<file path="src/servo_homing_defines.svh">
// Named offsets, field positions, reset values and codes for the homing sequencer.
// Assumes inclusion by bare name from the package, the sequencer and the bench.
`ifndef SERVO_HOMING_DEFINES_SVH
`define SERVO_HOMING_DEFINES_SVH

// Register offsets on the parameter port.
`define OFS_ACCEL_TIME     16'h0122
`define OFS_DECEL_TIME     16'h0123
`define OFS_S_CURVE_TIME   16'h0124
`define OFS_HOMING_MODE    16'h012f
`define OFS_FAST_SPEED     16'h0130
`define OFS_SLOW_SPEED     16'h0131
`define OFS_OFFSET_REVS    16'h0132
`define OFS_OFFSET_PULSES  16'h0133
`define OFS_STATUS         16'h0140
`define OFS_INPUT_MAP      16'h0141
`define OFS_OUTPUT_MAP     16'h0142

// Selector digit positions inside the homing mode word.
`define HM_SENSOR_MSB      3
`define HM_SENSOR_LSB      0
`define HM_METHOD_MSB      7
`define HM_METHOD_LSB      4
`define HM_ENABLE_MSB      11
`define HM_ENABLE_LSB      8
`define HM_STOP_MSB        15
`define HM_STOP_LSB        12

// Reset value of every parameter register and the read value of a hole.
`define REG_RESET          16'h0000

// Function codes for the trigger input and the completion output.
`define DI_TRIGGER_NO      16'h007f
`define DI_TRIGGER_NC      16'h001b
`define DO_DONE_A          16'h0009
`define DO_DONE_B          16'h006d

// Encoder pulses in one revolution of offset.
`define PULSES_PER_REV     32'h0000_2710

`endif

</file>
<file path="src/servo_homing_pkg.sv">
// Types shared by the homing sequencer: selector enums, pin and motion carriers.
// Assumes the defines header sits in the same folder.
`include "servo_homing_defines.svh"
package servo_homing_pkg;

   // Sequencer states, Gray coded along the search, stop and return path.
   typedef enum logic [2:0] {
      ST_IDLE   = 3'h0,
      ST_FAST   = 3'h1,
      ST_SLOW   = 3'h3,
      ST_STOP   = 3'h2,
      ST_RETURN = 3'h6
   } home_state_t;

   // Selector values of the four mode digits.
   typedef enum logic [3:0] {
      SNS_FWD_LIMIT = 4'h0, SNS_REV_LIMIT = 4'h1, SNS_REF_FWD = 4'h2,
      SNS_REF_REV   = 4'h3, SNS_INDEX_FWD = 4'h4, SNS_INDEX_REV = 4'h5
   } sensor_sel_t;
   typedef enum logic [3:0] {
      MTH_RETURN = 4'h0, MTH_ONWARD = 4'h1, MTH_DIRECT = 4'h2
   } method_sel_t;
   typedef enum logic [3:0] {
      EN_OFF = 4'h0, EN_AUTO = 4'h1, EN_TRIGGER = 4'h2
   } enable_sel_t;
   typedef enum logic [3:0] {
      STP_CORRECT = 4'h0, STP_KEEP = 4'h1
   } stop_sel_t;

   // Pin inputs from outside the clock domain.
   typedef struct packed {
      logic servo_on;
      logic alarm;
      logic homing_trigger_input;
      logic index_pulse;
      logic reference_sensor_input;
      logic reverse_travel_limit;
      logic forward_travel_limit;
   } pins_t;

   // Command to the motion generator.
   typedef struct packed {
      logic        run;
      logic        reverse;
      logic        position_mode;
      logic [15:0] speed;
      logic [31:0] target;
      logic [15:0] accel;
      logic [15:0] decel;
      logic        shaping_bypass;
   } motion_cmd_t;

endpackage : servo_homing_pkg

</file>
<file path="src/servo_homing_sequencer.sv">
// Homing sequencer: finds a reference, settles on the mechanical home, reports completion.
// Assumes a motion generator that follows motion and reports motor_stopped and move_done,
// and an encoder position counter on the same clock.
//
// How it works
// - Mode word holds sensor, method, enable and stop digits, each chosen independently.
// - Sensor 0 homes forward on forward limit; afterwards that limit alarms again.
// - Sensor 1 homes reverse on reverse limit; afterwards that limit alarms again.
// - Sensor 2 homes forward, sensor 3 reverse, both on the home sensor.
// - Sensors 4 and 5 search the index pulse forward or reverse, no sensor.
// - Method 0 reverses at slow speed to the nearest index pulse.
// - Method 1 keeps going at slow speed to the nearest index pulse.
// - Method 2 takes home-sensor rising edge or index as home, then decelerates; with a limit sensor it runs as method 0.
// - Enable 0 disables homing whatever the other digits hold.
// - Enable 1 homes once after power-up when servo-on is present.
// - Enable 2 homes on trigger input, mapped as code 127 or 27.
// - Stop 0 stops, then moves back to the captured home position.
// - Stop 1 stops past home and keeps the captured position unchanged.
// - Completion output mapped as code 09 or 109 goes active at once.
// - Servo-off or alarm during homing aborts without completion.
// - Reference search runs at fast speed, final search at slow speed.
// - Limit references are best used with method 0.
// - Total offset is revolutions times 10000 plus pulses.
// - S-curve value zero bypasses shaping and drops accel and decel times.
//
// Local design decision: the plain strobed port.
`include "servo_homing_defines.svh"
module servo_homing_sequencer #(
   parameter int POS_W = 32
) (
   input  wire logic                         clk,
   input  wire logic                         rst_n,
   input  wire logic                         ce,
   input  wire logic [15:0]                  reg_addr,
   input  wire logic [15:0]                  reg_wdata,
   input  wire logic                         reg_we,
   input  wire logic                         reg_re,
   output      logic [15:0]                  reg_rdata,
   input  wire servo_homing_pkg::pins_t      pins,
   input  wire logic [POS_W-1:0]             enc_pos,
   input  wire logic                         motor_stopped,
   input  wire logic                         move_done,
   output      servo_homing_pkg::motion_cmd_t motion,
   output      logic                         homing_busy,
   output      logic                         home_complete_out,
   output      logic                         limit_alarm,
   output      logic [POS_W-1:0]             home_position,
   output      logic [31:0]                  home_offset
);

   // Register indices of the parameter file.
   localparam int NREG = 10;
   localparam logic [3:0] R_ACCEL = 4'h0;
   localparam logic [3:0] R_DECEL = 4'h1;
   localparam logic [3:0] R_SCURVE = 4'h2;
   localparam logic [3:0] R_MODE = 4'h3;
   localparam logic [3:0] R_FAST = 4'h4;
   localparam logic [3:0] R_SLOW = 4'h5;
   localparam logic [3:0] R_REVS = 4'h6;
   localparam logic [3:0] R_PULSES = 4'h7;
   localparam logic [3:0] R_IMAP = 4'h8;
   localparam logic [3:0] R_OMAP = 4'h9;
   localparam logic [3:0] R_STATUS = 4'ha;
   localparam logic [3:0] R_NONE = 4'hf;
   localparam int NPIN = $bits(servo_homing_pkg::pins_t);

   logic                          rst_meta_q;
   logic                          rst_q;
   logic [15:0]                   regs_q [NREG];
   logic [15:0]                   reg_rdata_q;
   logic [NPIN-1:0]               s1_q;
   logic [NPIN-1:0]               s2_q;
   logic [NPIN-1:0]               s3_q;
   logic [NPIN-1:0]               filt_q;
   servo_homing_pkg::pins_t       pin_f;
   logic                          index_prev_q;
   logic                          ref_prev_q;
   logic                          trig_prev_q;
   logic                          index_rise;
   logic                          ref_rise;
   logic                          trig_rise;
   servo_homing_pkg::home_state_t st_q;
   servo_homing_pkg::home_state_t st_d;
   logic                          done_q;
   logic                          aborted_q;
   logic                          auto_armed_q;
   logic                          slow_rev_q;
   logic [POS_W-1:0]              home_pos_q;
   servo_homing_pkg::motion_cmd_t motion_q;
   logic                          limit_alarm_q;
   logic [31:0]                   home_offset_q;
   logic [3:0]                    sel_a;
   logic [3:0]                    sel_b;
   logic [3:0]                    sel_c;
   logic [3:0]                    sel_d;
   logic                          home_rev;
   logic                          mode_ok;
   logic                          start;
   logic                          abort;
   logic                          ref_found;
   logic                          shaping_off;

   // Maps a bus address onto a register index, or none for a hole.
   function automatic logic [3:0] reg_sel(input logic [15:0] a);
      case (a)
         `OFS_ACCEL_TIME:    reg_sel = R_ACCEL;
         `OFS_DECEL_TIME:    reg_sel = R_DECEL;
         `OFS_S_CURVE_TIME:  reg_sel = R_SCURVE;
         `OFS_HOMING_MODE:   reg_sel = R_MODE;
         `OFS_FAST_SPEED:    reg_sel = R_FAST;
         `OFS_SLOW_SPEED:    reg_sel = R_SLOW;
         `OFS_OFFSET_REVS:   reg_sel = R_REVS;
         `OFS_OFFSET_PULSES: reg_sel = R_PULSES;
         `OFS_INPUT_MAP:     reg_sel = R_IMAP;
         `OFS_OUTPUT_MAP:    reg_sel = R_OMAP;
         `OFS_STATUS:        reg_sel = R_STATUS;
         default:            reg_sel = R_NONE;
      endcase
   endfunction : reg_sel

   // Releases the asynchronous reset through two flip-flops.
   always_ff @(posedge clk or negedge rst_n)
   begin
      if (!rst_n)
      begin
         rst_meta_q <= 1'b0;
         rst_q      <= 1'b0;
      end
      else
      begin
         rst_meta_q <= 1'b1;
         rst_q      <= rst_meta_q;
      end
   end

   // Parameter registers; the status word is read only.
   always_ff @(posedge clk or negedge rst_q)
   begin
      if (!rst_q)
      begin
         for (int i = 0; i < NREG; i++)
            regs_q[i] <= `REG_RESET;
      end
      else if (ce && reg_we && reg_sel(reg_addr) < R_STATUS)
      begin
         regs_q[reg_sel(reg_addr)] <= reg_wdata;
      end
   end

   // Read data stands in the cycle after the read strobe and only there.
   always_ff @(posedge clk or negedge rst_q)
   begin
      if (!rst_q)
         reg_rdata_q <= `REG_RESET;
      else if (ce)
      begin
         if (!reg_re || reg_sel(reg_addr) == R_NONE)
            reg_rdata_q <= `REG_RESET;
         else if (reg_sel(reg_addr) == R_STATUS)
            reg_rdata_q <= {10'h000, st_q, aborted_q, done_q, homing_busy};
         else
            reg_rdata_q <= regs_q[reg_sel(reg_addr)];
      end
   end
   assign reg_rdata = reg_rdata_q;

   // Each pin passes three flip-flops and changes once the last two agree.
   genvar g;
   generate
      for (g = 0; g < NPIN; g++)
      begin : g_sync
         always_ff @(posedge clk or negedge rst_q)
         begin
            if (!rst_q)
            begin
               s1_q[g]   <= 1'b0;
               s2_q[g]   <= 1'b0;
               s3_q[g]   <= 1'b0;
               filt_q[g] <= 1'b0;
            end
            else if (ce)
            begin
               s1_q[g] <= pins[g];
               s2_q[g] <= s1_q[g];
               s3_q[g] <= s2_q[g];
               if (s2_q[g] == s3_q[g])
                  filt_q[g] <= s3_q[g];
            end
         end
      end
   endgenerate
   assign pin_f = servo_homing_pkg::pins_t'(filt_q);

   // Mode digits and trigger polarity from the mapping code.
   assign sel_a      = regs_q[R_MODE][`HM_SENSOR_MSB:`HM_SENSOR_LSB];
   assign sel_b      = regs_q[R_MODE][`HM_METHOD_MSB:`HM_METHOD_LSB];
   assign sel_c      = regs_q[R_MODE][`HM_ENABLE_MSB:`HM_ENABLE_LSB];
   assign sel_d      = regs_q[R_MODE][`HM_STOP_MSB:`HM_STOP_LSB];
   assign home_rev   = sel_a[0];
   assign mode_ok    = sel_a <= servo_homing_pkg::SNS_INDEX_REV
                       && sel_b <= servo_homing_pkg::MTH_DIRECT
                       && sel_d <= servo_homing_pkg::STP_KEEP;
   assign index_rise = pin_f.index_pulse && !index_prev_q;
   assign ref_rise   = pin_f.reference_sensor_input && !ref_prev_q;
   // The trigger edge is taken on the pin itself, so a change of mapping is never an edge.
   assign trig_rise  = (regs_q[R_IMAP] == `DI_TRIGGER_NO
                        && pin_f.homing_trigger_input && !trig_prev_q)
                       || (regs_q[R_IMAP] == `DI_TRIGGER_NC
                           && !pin_f.homing_trigger_input && trig_prev_q);

   // Edge history of the filtered inputs.
   always_ff @(posedge clk or negedge rst_q)
   begin
      if (!rst_q)
      begin
         index_prev_q <= 1'b0;
         ref_prev_q   <= 1'b0;
         trig_prev_q  <= 1'b0;
      end
      else if (ce)
      begin
         index_prev_q <= pin_f.index_pulse;
         ref_prev_q   <= pin_f.reference_sensor_input;
         trig_prev_q  <= pin_f.homing_trigger_input;
      end
   end

   // Start, abort and reference detection.
   assign abort = !pin_f.servo_on || pin_f.alarm || limit_alarm_q;
   assign start = st_q == servo_homing_pkg::ST_IDLE && mode_ok && !abort
                  && ((sel_c == servo_homing_pkg::EN_AUTO && auto_armed_q)
                      || (sel_c == servo_homing_pkg::EN_TRIGGER && trig_rise));
   always_comb
   begin
      case (sel_a)
         servo_homing_pkg::SNS_FWD_LIMIT: ref_found = pin_f.forward_travel_limit;
         servo_homing_pkg::SNS_REV_LIMIT: ref_found = pin_f.reverse_travel_limit;
         servo_homing_pkg::SNS_REF_FWD,
         servo_homing_pkg::SNS_REF_REV:   ref_found = ref_rise;
         default:                         ref_found = index_rise;
      endcase
   end

   // Next state of the sequence.
   always_comb
   begin
      st_d = st_q;
      case (st_q)
         servo_homing_pkg::ST_IDLE:
            if (start)
               st_d = servo_homing_pkg::ST_FAST;
         servo_homing_pkg::ST_FAST:
            if (ref_found)
               st_d = (sel_b == servo_homing_pkg::MTH_DIRECT
                       && sel_a >= servo_homing_pkg::SNS_REF_FWD)
                      ? servo_homing_pkg::ST_STOP : servo_homing_pkg::ST_SLOW;
         servo_homing_pkg::ST_SLOW:
            if (index_rise)
               st_d = servo_homing_pkg::ST_STOP;
         servo_homing_pkg::ST_STOP:
            if (motor_stopped)
               st_d = (sel_d == servo_homing_pkg::STP_CORRECT)
                      ? servo_homing_pkg::ST_RETURN : servo_homing_pkg::ST_IDLE;
         servo_homing_pkg::ST_RETURN:
            if (move_done)
               st_d = servo_homing_pkg::ST_IDLE;
         default:
            st_d = servo_homing_pkg::ST_IDLE;
      endcase
      if (abort)
         st_d = servo_homing_pkg::ST_IDLE;
   end

   // State register; a trigger while running has no effect on it.
   always_ff @(posedge clk or negedge rst_q)
   begin
      if (!rst_q)
         st_q <= servo_homing_pkg::ST_IDLE;
      else if (ce)
         st_q <= st_d;
   end

   // Completion and abort flags, the one-shot power-up arm and captured home.
   always_ff @(posedge clk or negedge rst_q)
   begin
      if (!rst_q)
      begin
         done_q       <= 1'b0;
         aborted_q    <= 1'b0;
         auto_armed_q <= 1'b1;
         slow_rev_q   <= 1'b0;
         home_pos_q   <= '0;
      end
      else if (ce)
      begin
         if (start)
         begin
            done_q       <= 1'b0;
            aborted_q    <= 1'b0;
            auto_armed_q <= 1'b0;
            slow_rev_q   <= (sel_b == servo_homing_pkg::MTH_ONWARD) ? home_rev : !home_rev;
         end
         if (st_q != servo_homing_pkg::ST_IDLE && abort)
            aborted_q <= 1'b1;
         else if (st_q != servo_homing_pkg::ST_IDLE && st_d == servo_homing_pkg::ST_IDLE)
            done_q <= 1'b1;
         if (st_d == servo_homing_pkg::ST_STOP && st_q != servo_homing_pkg::ST_STOP)
            home_pos_q <= enc_pos;
      end
   end

   // Motion command follows the next state so it stands beside the state register.
   assign shaping_off = regs_q[R_SCURVE] == `REG_RESET;
   always_ff @(posedge clk or negedge rst_q)
   begin
      if (!rst_q)
         motion_q <= '0;
      else if (ce)
      begin
         motion_q.run            <= st_d == servo_homing_pkg::ST_FAST
                                    || st_d == servo_homing_pkg::ST_SLOW
                                    || st_d == servo_homing_pkg::ST_RETURN;
         motion_q.reverse        <= (st_d == servo_homing_pkg::ST_SLOW) ? slow_rev_q : home_rev;
         motion_q.position_mode  <= st_d == servo_homing_pkg::ST_RETURN;
         motion_q.speed          <= (st_d == servo_homing_pkg::ST_FAST) ? regs_q[R_FAST]
                                    : (st_d == servo_homing_pkg::ST_IDLE) ? `REG_RESET
                                    : regs_q[R_SLOW];
         motion_q.target         <= 32'(home_pos_q);
         motion_q.accel          <= shaping_off ? `REG_RESET : regs_q[R_ACCEL];
         motion_q.decel          <= shaping_off ? `REG_RESET : regs_q[R_DECEL];
         motion_q.shaping_bypass <= shaping_off;
      end
   end

   // Limits return to limit duty except the one serving as reference in a search.
   always_ff @(posedge clk or negedge rst_q)
   begin
      if (!rst_q)
         limit_alarm_q <= 1'b0;
      else if (ce)
         limit_alarm_q <= (pin_f.forward_travel_limit && !(st_q != servo_homing_pkg::ST_IDLE
                           && sel_a == servo_homing_pkg::SNS_FWD_LIMIT))
                          || (pin_f.reverse_travel_limit && !(st_q != servo_homing_pkg::ST_IDLE
                           && sel_a == servo_homing_pkg::SNS_REV_LIMIT));
   end

   // Total homing offset in encoder pulses.
   always_ff @(posedge clk or negedge rst_q)
   begin
      if (!rst_q)
         home_offset_q <= '0;
      else if (ce)
         home_offset_q <= 32'(regs_q[R_REVS]) * `PULSES_PER_REV + 32'(regs_q[R_PULSES]);
   end

   // Outputs.
   assign motion            = motion_q;
   assign homing_busy       = st_q != servo_homing_pkg::ST_IDLE;
   assign home_complete_out = done_q && (regs_q[R_OMAP] == `DO_DONE_A
                                         || regs_q[R_OMAP] == `DO_DONE_B);
   assign limit_alarm       = limit_alarm_q;
   assign home_position     = home_pos_q;
   assign home_offset       = home_offset_q;

   // Disabled homing never leaves idle.
   property p_disabled;
      @(posedge clk) disable iff (!rst_q)
      (st_q == servo_homing_pkg::ST_IDLE && sel_c == servo_homing_pkg::EN_OFF)
      |=> st_q == servo_homing_pkg::ST_IDLE;
   endproperty
   a_disabled: assert property (p_disabled) else $error("homing left idle while disabled");

   // Servo-off or alarm aborts without completion.
   property p_abort;
      @(posedge clk) disable iff (!rst_q)
      (ce && st_q != servo_homing_pkg::ST_IDLE && abort)
      |=> st_q == servo_homing_pkg::ST_IDLE && !done_q && !home_complete_out;
   endproperty
   a_abort: assert property (p_abort) else $error("abort did not end homing cleanly");

   // Reference search runs at the fast speed in the homing direction.
   property p_fast;
      @(posedge clk) disable iff (!rst_q)
      st_q == servo_homing_pkg::ST_FAST
      |-> motion.run && motion.speed == regs_q[R_FAST] && motion.reverse == home_rev;
   endproperty
   a_fast: assert property (p_fast) else $error("fast search command wrong");

   // Method 0 turns back at the slow speed.
   property p_method_return;
      @(posedge clk) disable iff (!rst_q)
      (st_q == servo_homing_pkg::ST_SLOW && sel_b == servo_homing_pkg::MTH_RETURN)
      |-> motion.reverse != home_rev && motion.speed == regs_q[R_SLOW];
   endproperty
   a_method_return: assert property (p_method_return) else $error("method 0 direction wrong");

   // Stop setting 1 finishes as soon as the motor stands.
   property p_stop_keep;
      @(posedge clk) disable iff (!rst_q)
      (ce && st_q == servo_homing_pkg::ST_STOP && sel_d == servo_homing_pkg::STP_KEEP
       && motor_stopped && !abort)
      |=> st_q == servo_homing_pkg::ST_IDLE && done_q && home_position == $past(home_pos_q);
   endproperty
   a_stop_keep: assert property (p_stop_keep) else $error("stop setting 1 did not finish");

   // Stop setting 0 moves back to the captured home.
   property p_stop_correct;
      @(posedge clk) disable iff (!rst_q)
      (ce && st_q == servo_homing_pkg::ST_STOP && sel_d == servo_homing_pkg::STP_CORRECT
       && motor_stopped && !abort)
      |=> motion.position_mode && motion.target == 32'(home_pos_q);
   endproperty
   a_stop_correct: assert property (p_stop_correct) else $error("no return to home");

   // Completion output follows completion when mapped as code 109.
   property p_done_out;
      @(posedge clk) disable iff (!rst_q)
      (done_q && regs_q[R_OMAP] == `DO_DONE_B) |-> home_complete_out;
   endproperty
   a_done_out: assert property (p_done_out) else $error("completion output missing");

   // Offset equals revolutions times pulses per revolution plus pulses.
   property p_offset;
      @(posedge clk) disable iff (!rst_q)
      ce |=> home_offset == 32'($past(regs_q[R_REVS])) * `PULSES_PER_REV
                           + 32'($past(regs_q[R_PULSES]));
   endproperty
   a_offset: assert property (p_offset) else $error("homing offset wrong");

   // Zero S-curve removes acceleration and deceleration times.
   property p_bypass;
      @(posedge clk) disable iff (!rst_q)
      (ce && shaping_off) |=> motion.accel == 16'h0000 && motion.decel == 16'h0000;
   endproperty
   a_bypass: assert property (p_bypass) else $error("shaping not bypassed");

   // A trigger during a slow search does not restart the sequence.
   property p_no_restart;
      @(posedge clk) disable iff (!rst_q)
      (st_q == servo_homing_pkg::ST_SLOW && trig_rise) |=> st_q != servo_homing_pkg::ST_FAST;
   endproperty
   a_no_restart: assert property (p_no_restart) else $error("trigger restarted homing");

endmodule : servo_homing_sequencer

</file>
<file path="config.mk">
export PLATFORM = sky130hd
export DESIGN_NAME = servo_homing_sequencer
export DESIGN_NICKNAME = d
export VERILOG_FILES = /design/src/servo_homing_pkg.sv /design/src/servo_homing_sequencer.sv
export VERILOG_INCLUDE_DIRS = /design/src
export SDC_FILE = /design/constraint.sdc
export NUM_CORES = 1
export LEC_CHECK = 0
export BUFFER_PORTS_ARGS = -buffer_cell sky130_fd_sc_hd__clkbuf_2
export CORE_ASPECT_RATIO = 2
export CORE_UTILIZATION = 60
export DETAILED_ROUTE_END_ITERATION = 8
export GPL_TIMING_DRIVEN = 0
export PLACE_DENSITY = 0.9
export SLEW_MARGIN = 20
export SYNTH_ARGS = -nofsm -noshare
export SYNTH_HDL_FRONTEND = slang
export SYNTH_SLANG_ARGS = --single-unit
export TNS_END_PERCENT = 20
</file>
<file path="constraint.sdc">
create_clock -name clk -period 17.6 [get_ports clk]
set_clock_uncertainty 0.2 [all_clocks]
set_input_delay 1.76 -clock clk [delete_from_list [all_inputs] [get_ports clk]]
set_output_delay 1.76 -clock clk [all_outputs]
set_load 0.005 [all_outputs]
</file>
Word level (Yosys, flattened, before mapping) --
Index checks and enable logic that the tools add are counted.
Operators by class: bitwise logic cells 2, add/sub/neg operators 1, eq/ne operators 40, multiplexer cells 37, $lt $le $gt $ge 8, reductions and logical operators 62, multipliers 1
Operator list (number):
- $eq 16x9->1 const B | 11
- $bwmux 160 | 1
- $mux 16 | 9
- $bmux 16 s4 | 1
- $demux 16 s4 | 1
- $pmux 4 s11 | 1
- $eq 16x7->1 const B | 2
- $add 30x16->31 | 1
- $mux 4 | 7
- $mul 16x10->26 const B | 1
- $logic_and 1x1->1 | 25
- $mux 3 | 7
- $reduce_and 2->1 | 10
- $eq 16x4->1 const B | 1
- $eq 16x5->1 const B | 1
- $eq 4x2->1 const B | 4
- $logic_not 16->1 | 1
- $pmux 3 s5 | 1
- $eq 3x2->1 const B | 4
- $eq 4x1->1 const B | 3
- $ge 5x5->1 const B | 2
- $logic_not 1->1 | 10
- $not 4->5 | 2
- $logic_or 1x1->1 | 9
- 18 further kinds | 36
Word-level totals: word-level logic and storage cells 211, input bits 78, register bits after elaboration 365, output and inout bits 167

Longest topological paths before layout --
Gate-level depths: netlist of run 1.
depth after elaboration 17, depth in mapped cells 25

Worst setup path after synthesis of run 1 --
OpenSTA, ideal clock, no wires.
path kind reg2reg, from reg regs_q[54] in the netlist's numbering, to reg home_offset_q[29], in the netlist home_offset[29], stages on the path, launching flop included 21, required time 17.330 ns, arrival 5.346 ns, path buffers 2, slack 11.984 ns, cell sequence dfrtp_1 inv_1 fa_1 inv_1 ha_1 fa_1 ha_1 inv_1 fa_1 inv_1 ha_1 buf_6 nand2_2 and3b_1 buf_6 a211o_1 a211oi_4 o2111ai_2 or4_4 or4_1 nand3_1
Between the ends: cells in the longest elaborated chain, start to end 2
Ends and longest elaborated chain:
- from (decl) | line servo_homing_sequencer.sv:69 | logic [15:0] regs_q [NREG];
- from (signal, indexed assignment) | line servo_homing_sequencer.sv:142 | regs_q[i] <= `REG_RESET;
- from (signal, indexed assignment) | line servo_homing_sequencer.sv:146 | regs_q[reg_sel(reg_addr)] <= reg_wdata;
- $mul 16x10->26 (no line)
- $add 30x16->31 | line servo_homing_sequencer.sv:353 | home_offset_q <= 32'(regs_q[R_REVS]) * `PULSES_PER_REV + 32'(regs_q[R_PULSES]);
- to (signal assigned) | line servo_homing_sequencer.sv:353
- to (decl) | line servo_homing_sequencer.sv:91 | logic [31:0] home_offset_q;
No other way between the ends. A chain may end at the register's enable or synchronous reset.

Worst setup path in the final report of run 1 --
from reg regs_q[56] in the netlist's numbering, to reg home_offset_q[29], in the netlist home_offset[29]
The elaborated chain is that of the path after synthesis.

==> metrics.cfg, run 1 <==
[critical_path]
timing.critical_path.slowest_cell_delay_ns = 0.75
cp_data_required_time_ns = 17.92
number_of_buffer_and_inverter_stages_on_the_critical_path = 5
crit_path_frequent_cell = inv_1
critPathSlowestCell = a211oi_1
cell_by_cell_listing_of_the_critical_path = inv_1 > fa_1 > inv_1 > ha_1 > fa_1 > ha_1 > inv_1 > fa_1 > inv_1 > ha_1 > and2_1 > clkbuf_1 > nor4_1 > a211oi_1 > nand3_1 > or4_4 > or4_1 > nand3_1
critical-path-top-delay-family = adder cells
arr_time_crit_path_ns = 6.93
criticalPathCategory = reg -> reg
cp-end-kind = flip-flop
critical_path.max_fanout = 7
timing.critical_path.from_type = flip-flop

[floorplan]
std_cell_rows = 93
dieArea_sq_mm = 0.03333
die_height_microns = 257.2
initial_core_utilization = 0.6083
core_area_sq_mm = 0.03212
die_x_microns = 129.6
io-pin-count = 245

[logic_synthesis]
syn-instance-count = 1731
count_of_flip_flops_with_a_built_in_enable_after_synthesis = 0
synthSimpleGateAreaFrac = 0.09556
synth_seq_cells = 364
synth_fp_nets = 1927
synth_area_leaders = dfrtp_1 (46%), mux2_2 (16%), ha_1 (5.3%)
synth_area_sq_mm = 0.01953
post_synth_num_cell_types = 88
synth_flop_cell = dfrtp_1
synth_warnings = 0
synth-seq-area-share = 0.4663
combinational_family_with_the_most_area_after_synthesis = multiplexers
synthXorXnorAreaFrac = 0.01249
ys_async_sr_fraction = 1.000
synth-adder-area-share = 0.08941
synth.area.mux_share = 0.1681
synth.largest_area_cell = dfrtp_1
post_synth.cell_area_avg_sq_um = 11.29
share_of_the_synthesized_area_in_compound_gates_ao_oa_aoi_oai = 0.1236
synth_top_area_share = 0.4650

[placement]
detailedPlacementHpwl_microns = 47880
number_of_placed_instances_taps_included = 2389
gpl.final_weighted_congestion = 0.9870
io_buffers = 225

[grt]
grt_start_max_net_pins = 65
global_route.overflow_total = 0
number_of_antenna_violations_at_the_first_check_in_global_routing = 4
first_global_vias = 16770
globalRouteTotalUtil = 0.3900
first_pass_grt_wire_length_microns = 95770

[clocking]
cts-resized-gates = 0
clk_pin_slew_worst_paths_ns = 0.07
ctsLongestPathBuffers = 3
cts.sinks = 364
clock-root-buffer = clkbuf_16
cts_tree = built
post_cts_hold_buffer_count = 0
ctsHtreeMaxLevel = 1
tritoncts.num_buffers = 31
post_cts.repair.setup_buffers = 0
clock_insertion_delay_worst_skew_ns = 0.59

[drt]
number_of_violations_reported_at_the_end_of_detailed_routing_iteration_0 = 1174
postRouteWirelength_microns = 63190
detail_route.drc_violations = 0
detail_route.wl_per_cell_microns = 25.80
ant_nets = 0
routed-via-count = 15900
post_drt_via_cell_ratio = 6.492
dr.pass1.iters = 6

[sta]
fin_crit_sh = 0.3754
tightestPinTransition_ns = 1.255
timing.final.crit_period_ns = 6.608
finalSetupViolCount = 0
maxClockFrequency_mhz = 151.3
final_hold_viol_count = 0
slew_violations = 0
setup-tns-final_ns = 0
slew_headroom = 0.1415
grt_setup_unrepaired = false

[pwr]
powerDensity_mw_per_mm2 = 76.08
vdd.ir_drop.worst_uv = 87.47
fin_total_pwr_mw = 1.707
cellLeakagePower_nw = 11.44

[finish]
layout-drive-gt1-share = 0.2980
layoutNonFillerInstCount = 2449
final_nets = 2191
commonest_cells_after_routing_fill_and_taps_aside = dfrtp_1 (362), mux2_2 (270), clkbuf_2 (225)
areaGrowthSynthToFinish_pct = 14.84
final_common_cell = dfrtp_1

[min_path]
hold_path_class = reg -> async

[outcome]
status = finished clean

[job]
max_cap_viol = 0

[routing by layer]
metal | up-vias | global-route usage | share of wire
met4 | 2 | 0.4112 | 0.13
met1 | 7858 | 0.3793 | 0.31
li1 | 6779 | - | -
met5 | - | 0 | 0.00017
met2 | 878 | 0.6509 | 0.50
met3 | 382 | 0.07942 | 0.065
[worst register-to-register path, cell delays in order (launching register included)]
cell,delay (ns)
dfrtp_1,0.51
inv_1,0.23
fa_1,0.57
inv_1,0.04
ha_1,0.29
fa_1,0.49
ha_1,0.29
inv_1,0.05
fa_1,0.50
inv_1,0.04
ha_1,0.42
and2_1,0.17
clkbuf_1,0.27
nor4_1,0.10
a211oi_1,0.75
nand3_1,0.42
or4_4,0.60
or4_1,0.51
nand3_1,0.09
[final timing paths]
| path | slack [ns] | cells past startpoint | end | from |
|---|---|---|---|---|
| min in group clk | 0.15 | 0 | rst_q$_DFF_PN0_ | rst_meta_q$_DFF_PN0_ |
| worst max-delay path | 10.99 | 18 | home_offset[29]$_DFFE_PN0P_ | regs_q[56]$_DFFE_PN0P_ |
| worst min register to register | 0.15 | 0 | home_offset[17]$_DFFE_PN0P_ | rst_q$_DFF_PN0_ |
| worst max register to register | 10.99 | 18 | home_offset[29]$_DFFE_PN0P_ | regs_q[56]$_DFFE_PN0P_ |
| worst min-delay path | 0.15 | 0 | home_offset[17]$_DFFE_PN0P_ | rst_q$_DFF_PN0_ |
| max in group asynchronous | 15.39 | 4 | reg_rdata[0]$_DFFE_PN0P_ | rst_q$_DFF_PN0_ |
[registers in the layout, summed over array words and instances, names as in the netlist, 16 cells and up]
| name | count |
|---|---|
| regs_q | 159 |
| reg_rdata | 16 |
| motion | 84 |
| home_offset | 31 |
| home_position | 32 |
[metrics by stage]
stage	hold WS, ns	utilization	instance area, sq um	worst slack, ns
2_1_floorplan	0.1312	-	19540	6.506
3_3_place_gp	0.1369	0.6600	21200	3.239
3_5_place_dp	0.1389	0.6650	21360	11.10
4_1_cts	0.1543	0.6981	22420	11.05
5_1_grt	0.1681	0.6985	22430	10.76
6_report	0.1519	0.6985	22430	10.99
[report_power, final]
group / total, mW / internal, mW / switching [mW]
Clock: 0.725 / 0.404 / 0.321
Sequential: 0.882 / 0.858 / 0.0240
Combinational: 0.0999 / 0.0353 / 0.0646
[cells by family (layout without fill, tap and decap cells)]
kind of cell | after synthesis | count (layout)
AO/OA/AOI/OAI | 344 | 344
XOR/XNOR | 27 | 27
adder cells (fa/ha/maj) | 118 | 118
buffers and inverters | 218 | 507
flip-flops | 364 | 364
multiplexers | 294 | 294
other | 2 | 4
AND/OR/NAND/NOR | 364 | 364
[cell type report]
cell class	instances	area (sq um)
Buffer	94	396.6
Clock buffer	47	915.9
Tap cell	427	534.3
Timing Repair Buffer	231	1284
Inverter	124	465.4
Fill cell	2275	9682
Antenna cell	2	5.005
Clock inverter	11	146.4
Sequential cell	364	9114
Multi-Input combinational cell	1149	9573
[synthesized netlist by cell type (17+ instances only)]
library cell	number
inv_1	124
a21oi_1	73
clkbuf_1	50
nand2_1	79
mux2i_1	21
xnor2_1	17
o211ai_1	17
a22o_1	36
and2_1	27
buf_1	25
ha_1	82
nand3_1	30
nor3_1	32
dfrtp_1	363
o221ai_1	20
fa_1	36
nor2_1	97
o21ai_0	56
mux2_2	270
(Power assumes the default switching activity.)
==> run 2, diff against run 1 <==
--- a/config.mk
+++ b/config.mk
@@ -6,12 +6,13 @@
 export SDC_FILE = /design/constraint.sdc
 export NUM_CORES = 1
 export LEC_CHECK = 0
+export ABC_AREA = 1
 export BUFFER_PORTS_ARGS = -buffer_cell sky130_fd_sc_hd__clkbuf_2
 export CORE_ASPECT_RATIO = 2
-export CORE_UTILIZATION = 60
+export CORE_UTILIZATION = 59
 export DETAILED_ROUTE_END_ITERATION = 8
 export GPL_TIMING_DRIVEN = 0
-export PLACE_DENSITY = 0.9
+export PLACE_DENSITY = 0.89
 export SLEW_MARGIN = 20
 export SYNTH_ARGS = -nofsm -noshare
 export SYNTH_HDL_FRONTEND = slang
==> constraint.sdc (replaced) <==
create_clock -name clk -period 6.45 [get_ports clk]
set_clock_uncertainty 0.2 [all_clocks]
set_input_delay 0.645 -clock clk [delete_from_list [all_inputs] [get_ports clk]]
set_output_delay 0.645 -clock clk [all_outputs]
set_load 0.005 [all_outputs]
==> metrics.cfg, run 2 <==
[floorplan]
dieArea_sq_mm = 0.03462  ; +3.9%
die_x_microns = 132.1  ; +1.9%
std_cell_rows = 95  ; +2.2%
core_area_sq_mm = 0.03340  ; +4.0%
die_height_microns = 262.1  ; +1.9%
initial_core_utilization = 0.5977  ; -0.01055
io-pin-count = 245  ; unchanged

[finish]
final_nets = 2999  ; +37%
layout-drive-gt1-share = 0.1383  ; -0.1597
stdcell_area_sq_mm = 0.02294  ; +2.3%
largest_register_ff_count = 159  ; unchanged
final_common_cell = nand2_1
commonest_cells_after_routing_fill_and_taps_aside = nand2_1 (824), dfrtp_1 (362), inv_1 (319)
nFillCells = 2601  ; +14%
regMostFlops = regs_q
fin_util = 0.6869  ; -0.01159
areaGrowthSynthToFinish_pct = 14.93  ; about the same

[grt]
first_pass_grt_wire_length_microns = 105000  ; +9.7%
grt_start_max_net_pins = 60  ; -7.7%
global_route.overflow_total = 0  ; unchanged
number_of_antenna_violations_at_the_first_check_in_global_routing = 1  ; -3
globalRouteTotalUtil = 0.4043  ; +0.01424
first_global_vias = 19390  ; +16%

[drt]
post_drt_via_cell_ratio = 5.797  ; -11%
postRouteWirelength_microns = 69540  ; +10%
detail_route.wl_per_cell_microns = 21.30  ; -17%
number_of_violations_reported_at_the_end_of_detailed_routing_iteration_0 = 1367  ; +16%
dr.pass1.iters = 7  ; +1
detail_route.drc_violations = 0  ; unchanged
ant_nets = 0  ; unchanged
routed-via-count = 18920  ; +19%

[logic_synthesis]
netlist_top_cells_count = nand2_1 (824), dfrtp_1 (363), inv_1 (319), o21ai_0 (166), o21ai_1 (165)
synthXorXnorAreaFrac = 0.01097  ; -0.001522
synth_fp_nets = 2716  ; +41%
synth-seq-area-share = 0.4563  ; -0.01002
syn-instance-count = 2520  ; +46%
post_synth_num_cell_types = 52  ; -41%
synth_area_sq_mm = 0.01996  ; +2.2%
synth_warnings = 0  ; unchanged
synth_area_leaders = dfrtp_1 (46%), nand2_1 (15%), inv_1 (6.0%)
synth-adder-area-share = 0.08749  ; -0.001922
share_of_the_synthesized_area_in_compound_gates_ao_oa_aoi_oai = 0.1175  ; -0.006040
synth_seq_cells = 364  ; unchanged
synth.area.mux_share = 0.0005641  ; -0.1676
synth_flop_cell = dfrtp_1
combinational_family_with_the_most_area_after_synthesis = simple AND/OR/NAND/NOR gates
count_of_flip_flops_with_a_built_in_enable_after_synthesis = 0  ; unchanged
ys_async_sr_fraction = 1.000  ; unchanged
synth.largest_area_cell = dfrtp_1
yosysMostFrequentCell = nand2_1
post_synth.cell_area_avg_sq_um = 7.922  ; -30%
synthSimpleGateAreaFrac = 0.2409  ; +0.1454
synth_top_area_share = 0.4550  ; -0.009996

[sta]
tightestPinTransition_ns = 1.128  ; -0.1272 ns
slew_headroom = 0.2480  ; +0.1064
timing.final.crit_period_ns = 6.180  ; -0.4280 ns
slew_violations = 0  ; unchanged
final_hold_viol_count = 0  ; unchanged
maxClockFrequency_mhz = 161.8  ; +6.9%
fin_crit_sh = 0.9581  ; +0.5827
grt_setup_unrepaired = false
finalSetupViolCount = 0  ; unchanged

[min_path]
hold_end = s1_q[1]$_DFFE_PN0P_
min_from = pins[1]
min_path_cells = 3
hold_path_class = in -> reg

[critical_path]
cp-end-kind = flip-flop
crit_path_frequent_cell = inv_1
critPathSlowestCell = fa_1
criticalPathCategory = reg -> reg
critical_path.reg2reg.endpoint = home_offset[26]$_DFFE_PN0P_
regToRegSetupSlack_ns = 0.27  ; -10.72 ns
cp_data_required_time_ns = 6.74  ; -11.18 ns
crit-reg2reg-launch = regs_q[53]$_DFFE_PN0P_
arr_time_crit_path_ns = 6.47  ; -0.46 ns
timing.critical_path.from_type = flip-flop
critical_path.max_fanout = 5  ; -2
timing.critical_path.slowest_cell_delay_ns = 0.51  ; -0.24 ns
worstRegToRegCells = 29  ; +11

[pwr]
switching_power_mw = 1.123  ; +170%
pwr-share-comb = 0.055  ; -0.004
powerDensity_mw_per_mm2 = 198.5  ; +160%
total_internal_power_mw = 3.431  ; +160%
sw_frac_of_total = 0.2466  ; +0.006626
vdd.ir_drop.worst_uv = 270.1  ; +210%
cellLeakagePower_nw = 12.27  ; +7.2%
clock_power_share = 0.430  ; +0.005
seqPwrFrac = 0.515  ; -0.002

[clocking]
ctsLongestPathBuffers = 3  ; unchanged
clk_pin_slew_worst_paths_ns = 0.07  ; about the same
cts_tree = built
cts.sinks = 364  ; unchanged
clock-root-buffer = clkbuf_16
tritoncts.num_buffers = 31  ; unchanged
ctsHtreeMaxLevel = 1  ; unchanged
clock_insertion_delay_worst_skew_ns = 0.62  ; +0.03 ns
post_cts.repair.setup_buffers = 0  ; unchanged

[placement]
io_buffers = 242  ; +7.6%
gpl.final_weighted_congestion = 1.041  ; +5.5%
placedInstanceArea_sq_mm = 0.02189  ; +2.5%
detailedPlacementHpwl_microns = 52760  ; +10%

[job]
max_cap_viol = 0  ; unchanged

[outcome]
status = finished clean

-- run 2: cell count changes after synthesis, sizes merged, moves of 17 or more --
| cell | change |
|---|---|
| inv | +203 |
| nand4 | +28 |
| a21oi | -26 |
| o221ai | -20 |
| mux2 | -272 |
| a22o | -26 |
| nand3 | +71 |
| o21ai | +271 |
| nor3 | -17 |
| mux2i | -21 |
| nor2 | +28 |
| nand2 | +757 |
| and2 | -26 |
-- run 2: worst max path at each step --
stage | end | cells past startpoint | from | slack [ns]
global route | home_offset[26]$_DFFE_PN0P_ | 29 | regs_q[53]$_DFFE_PN0P_ | 0.06
global placement | regs_q[11]$_DFFE_PN0P_ | 0 | rst_q$_DFF_PN0_ | -1.50
detailed placement | home_offset[26]$_DFFE_PN0P_ | 29 | regs_q[51]$_DFFE_PN0P_ | 0.46
CTS | home_offset[26]$_DFFE_PN0P_ | 29 | regs_q[51]$_DFFE_PN0P_ | 0.42
finish | home_offset[26]$_DFFE_PN0P_ | 29 | regs_q[53]$_DFFE_PN0P_ | 0.27
floorplan | aborted_q$_DFFE_PN0P_ | 0 | rst_q$_DFF_PN0_ | 0.31
-- run 2: stage by stage --
step / hold WS [ns] / cells / power (mW) / setup slack, ns / setup TNS [ns]
final: 0.03038 / 3264 / 4.554 / 0.2702 / 0
after global routing: 0.05877 / 3263 / 4.657 / 0.05807 / 0
after CTS: 0.02950 / 3263 / 4.542 / 0.4224 / 0
after detailed placement: 0.1425 / 3205 / 2.630 / 0.4583 / 0
after global placement: 0.1414 / 3198 / 2.607 / -1.496 / -528.87
after floorplan: 0.1311 / 2520 / 2.499 / 0.3058 / 0
-- run 2: power by group through the flow --
stage	logic [mW]	clock network (mW)	registers (mW)
detailed placement	0.241	0	2.39
global placement	0.183	0	2.42
floorplan	0.0914	0	2.41
global route	0.271	2.04	2.35
finish	0.251	1.96	2.35
CTS	0.245	1.95	2.35
-- run 2: layout make-up --
type / instances / area, sq um / share of cell area
clock inverters: 15 / 150.1 / 0.006544
inverters: 335 / 1257 / 0.05480
flip-flops and latches: 364 / 9114 / 0.3972
repair buffers: 250 / 1391 / 0.06064
diodes: 1 / 2.502 / 0.0001091
plain buffers: 95 / 456.7 / 0.01990
multi-input cells: 1726 / 9140 / 0.3984
well taps: 436 / 545.5 / 0.02378
clock buffers: 42 / 887.1 / 0.03866
-- run 2: metal layers --
| metal | wire (microns) | vias up | global-route usage | share of wire |
|---|---|---|---|---|
| met4 | 7994 | 0 | 0.4109 | 0.11 |
| met1 | 22020 | 8958 | 0.3918 | 0.32 |
| met2 | 34510 | 1002 | 0.7106 | 0.50 |
| met3 | 5015 | 372 | 0.07311 | 0.072 |
| met5 | 0 | - | 0 | 0 |
| li1 | - | 8591 | - | - |
-- run 2: what timing repair did --
item                      4_1_cts  5_1_grt
hold endpoints to repair        2        0
hold buffers                    1        0
resized for setup               0        0
-- run 2: cells by family after synthesis --
| family | Yosys count |
|---|---|
| buffers and inverters | 430 |
| muxes | 1 |
| and+or+nand+nor | 1140 |
| AOI/OAI and AO/OA | 440 |
| adders and majority gates | 118 |
| xor gates and xnor gates | 25 |
| other | 2 |
| DFF | 364 |
-- run 2: critical path, delay by kind of cell (launching register included) --
family / cells / cell delay [ns]
AO/OA/AOI/OAI: 1 / 0.33
XOR/XNOR: 1 / 0.18
adder cells (fa/ha/maj): 7 / 2.61
buffers and inverters: 9 / 0.86
flip-flops: 1 / 0.49
AND/OR/NAND/NOR: 11 / 1.40
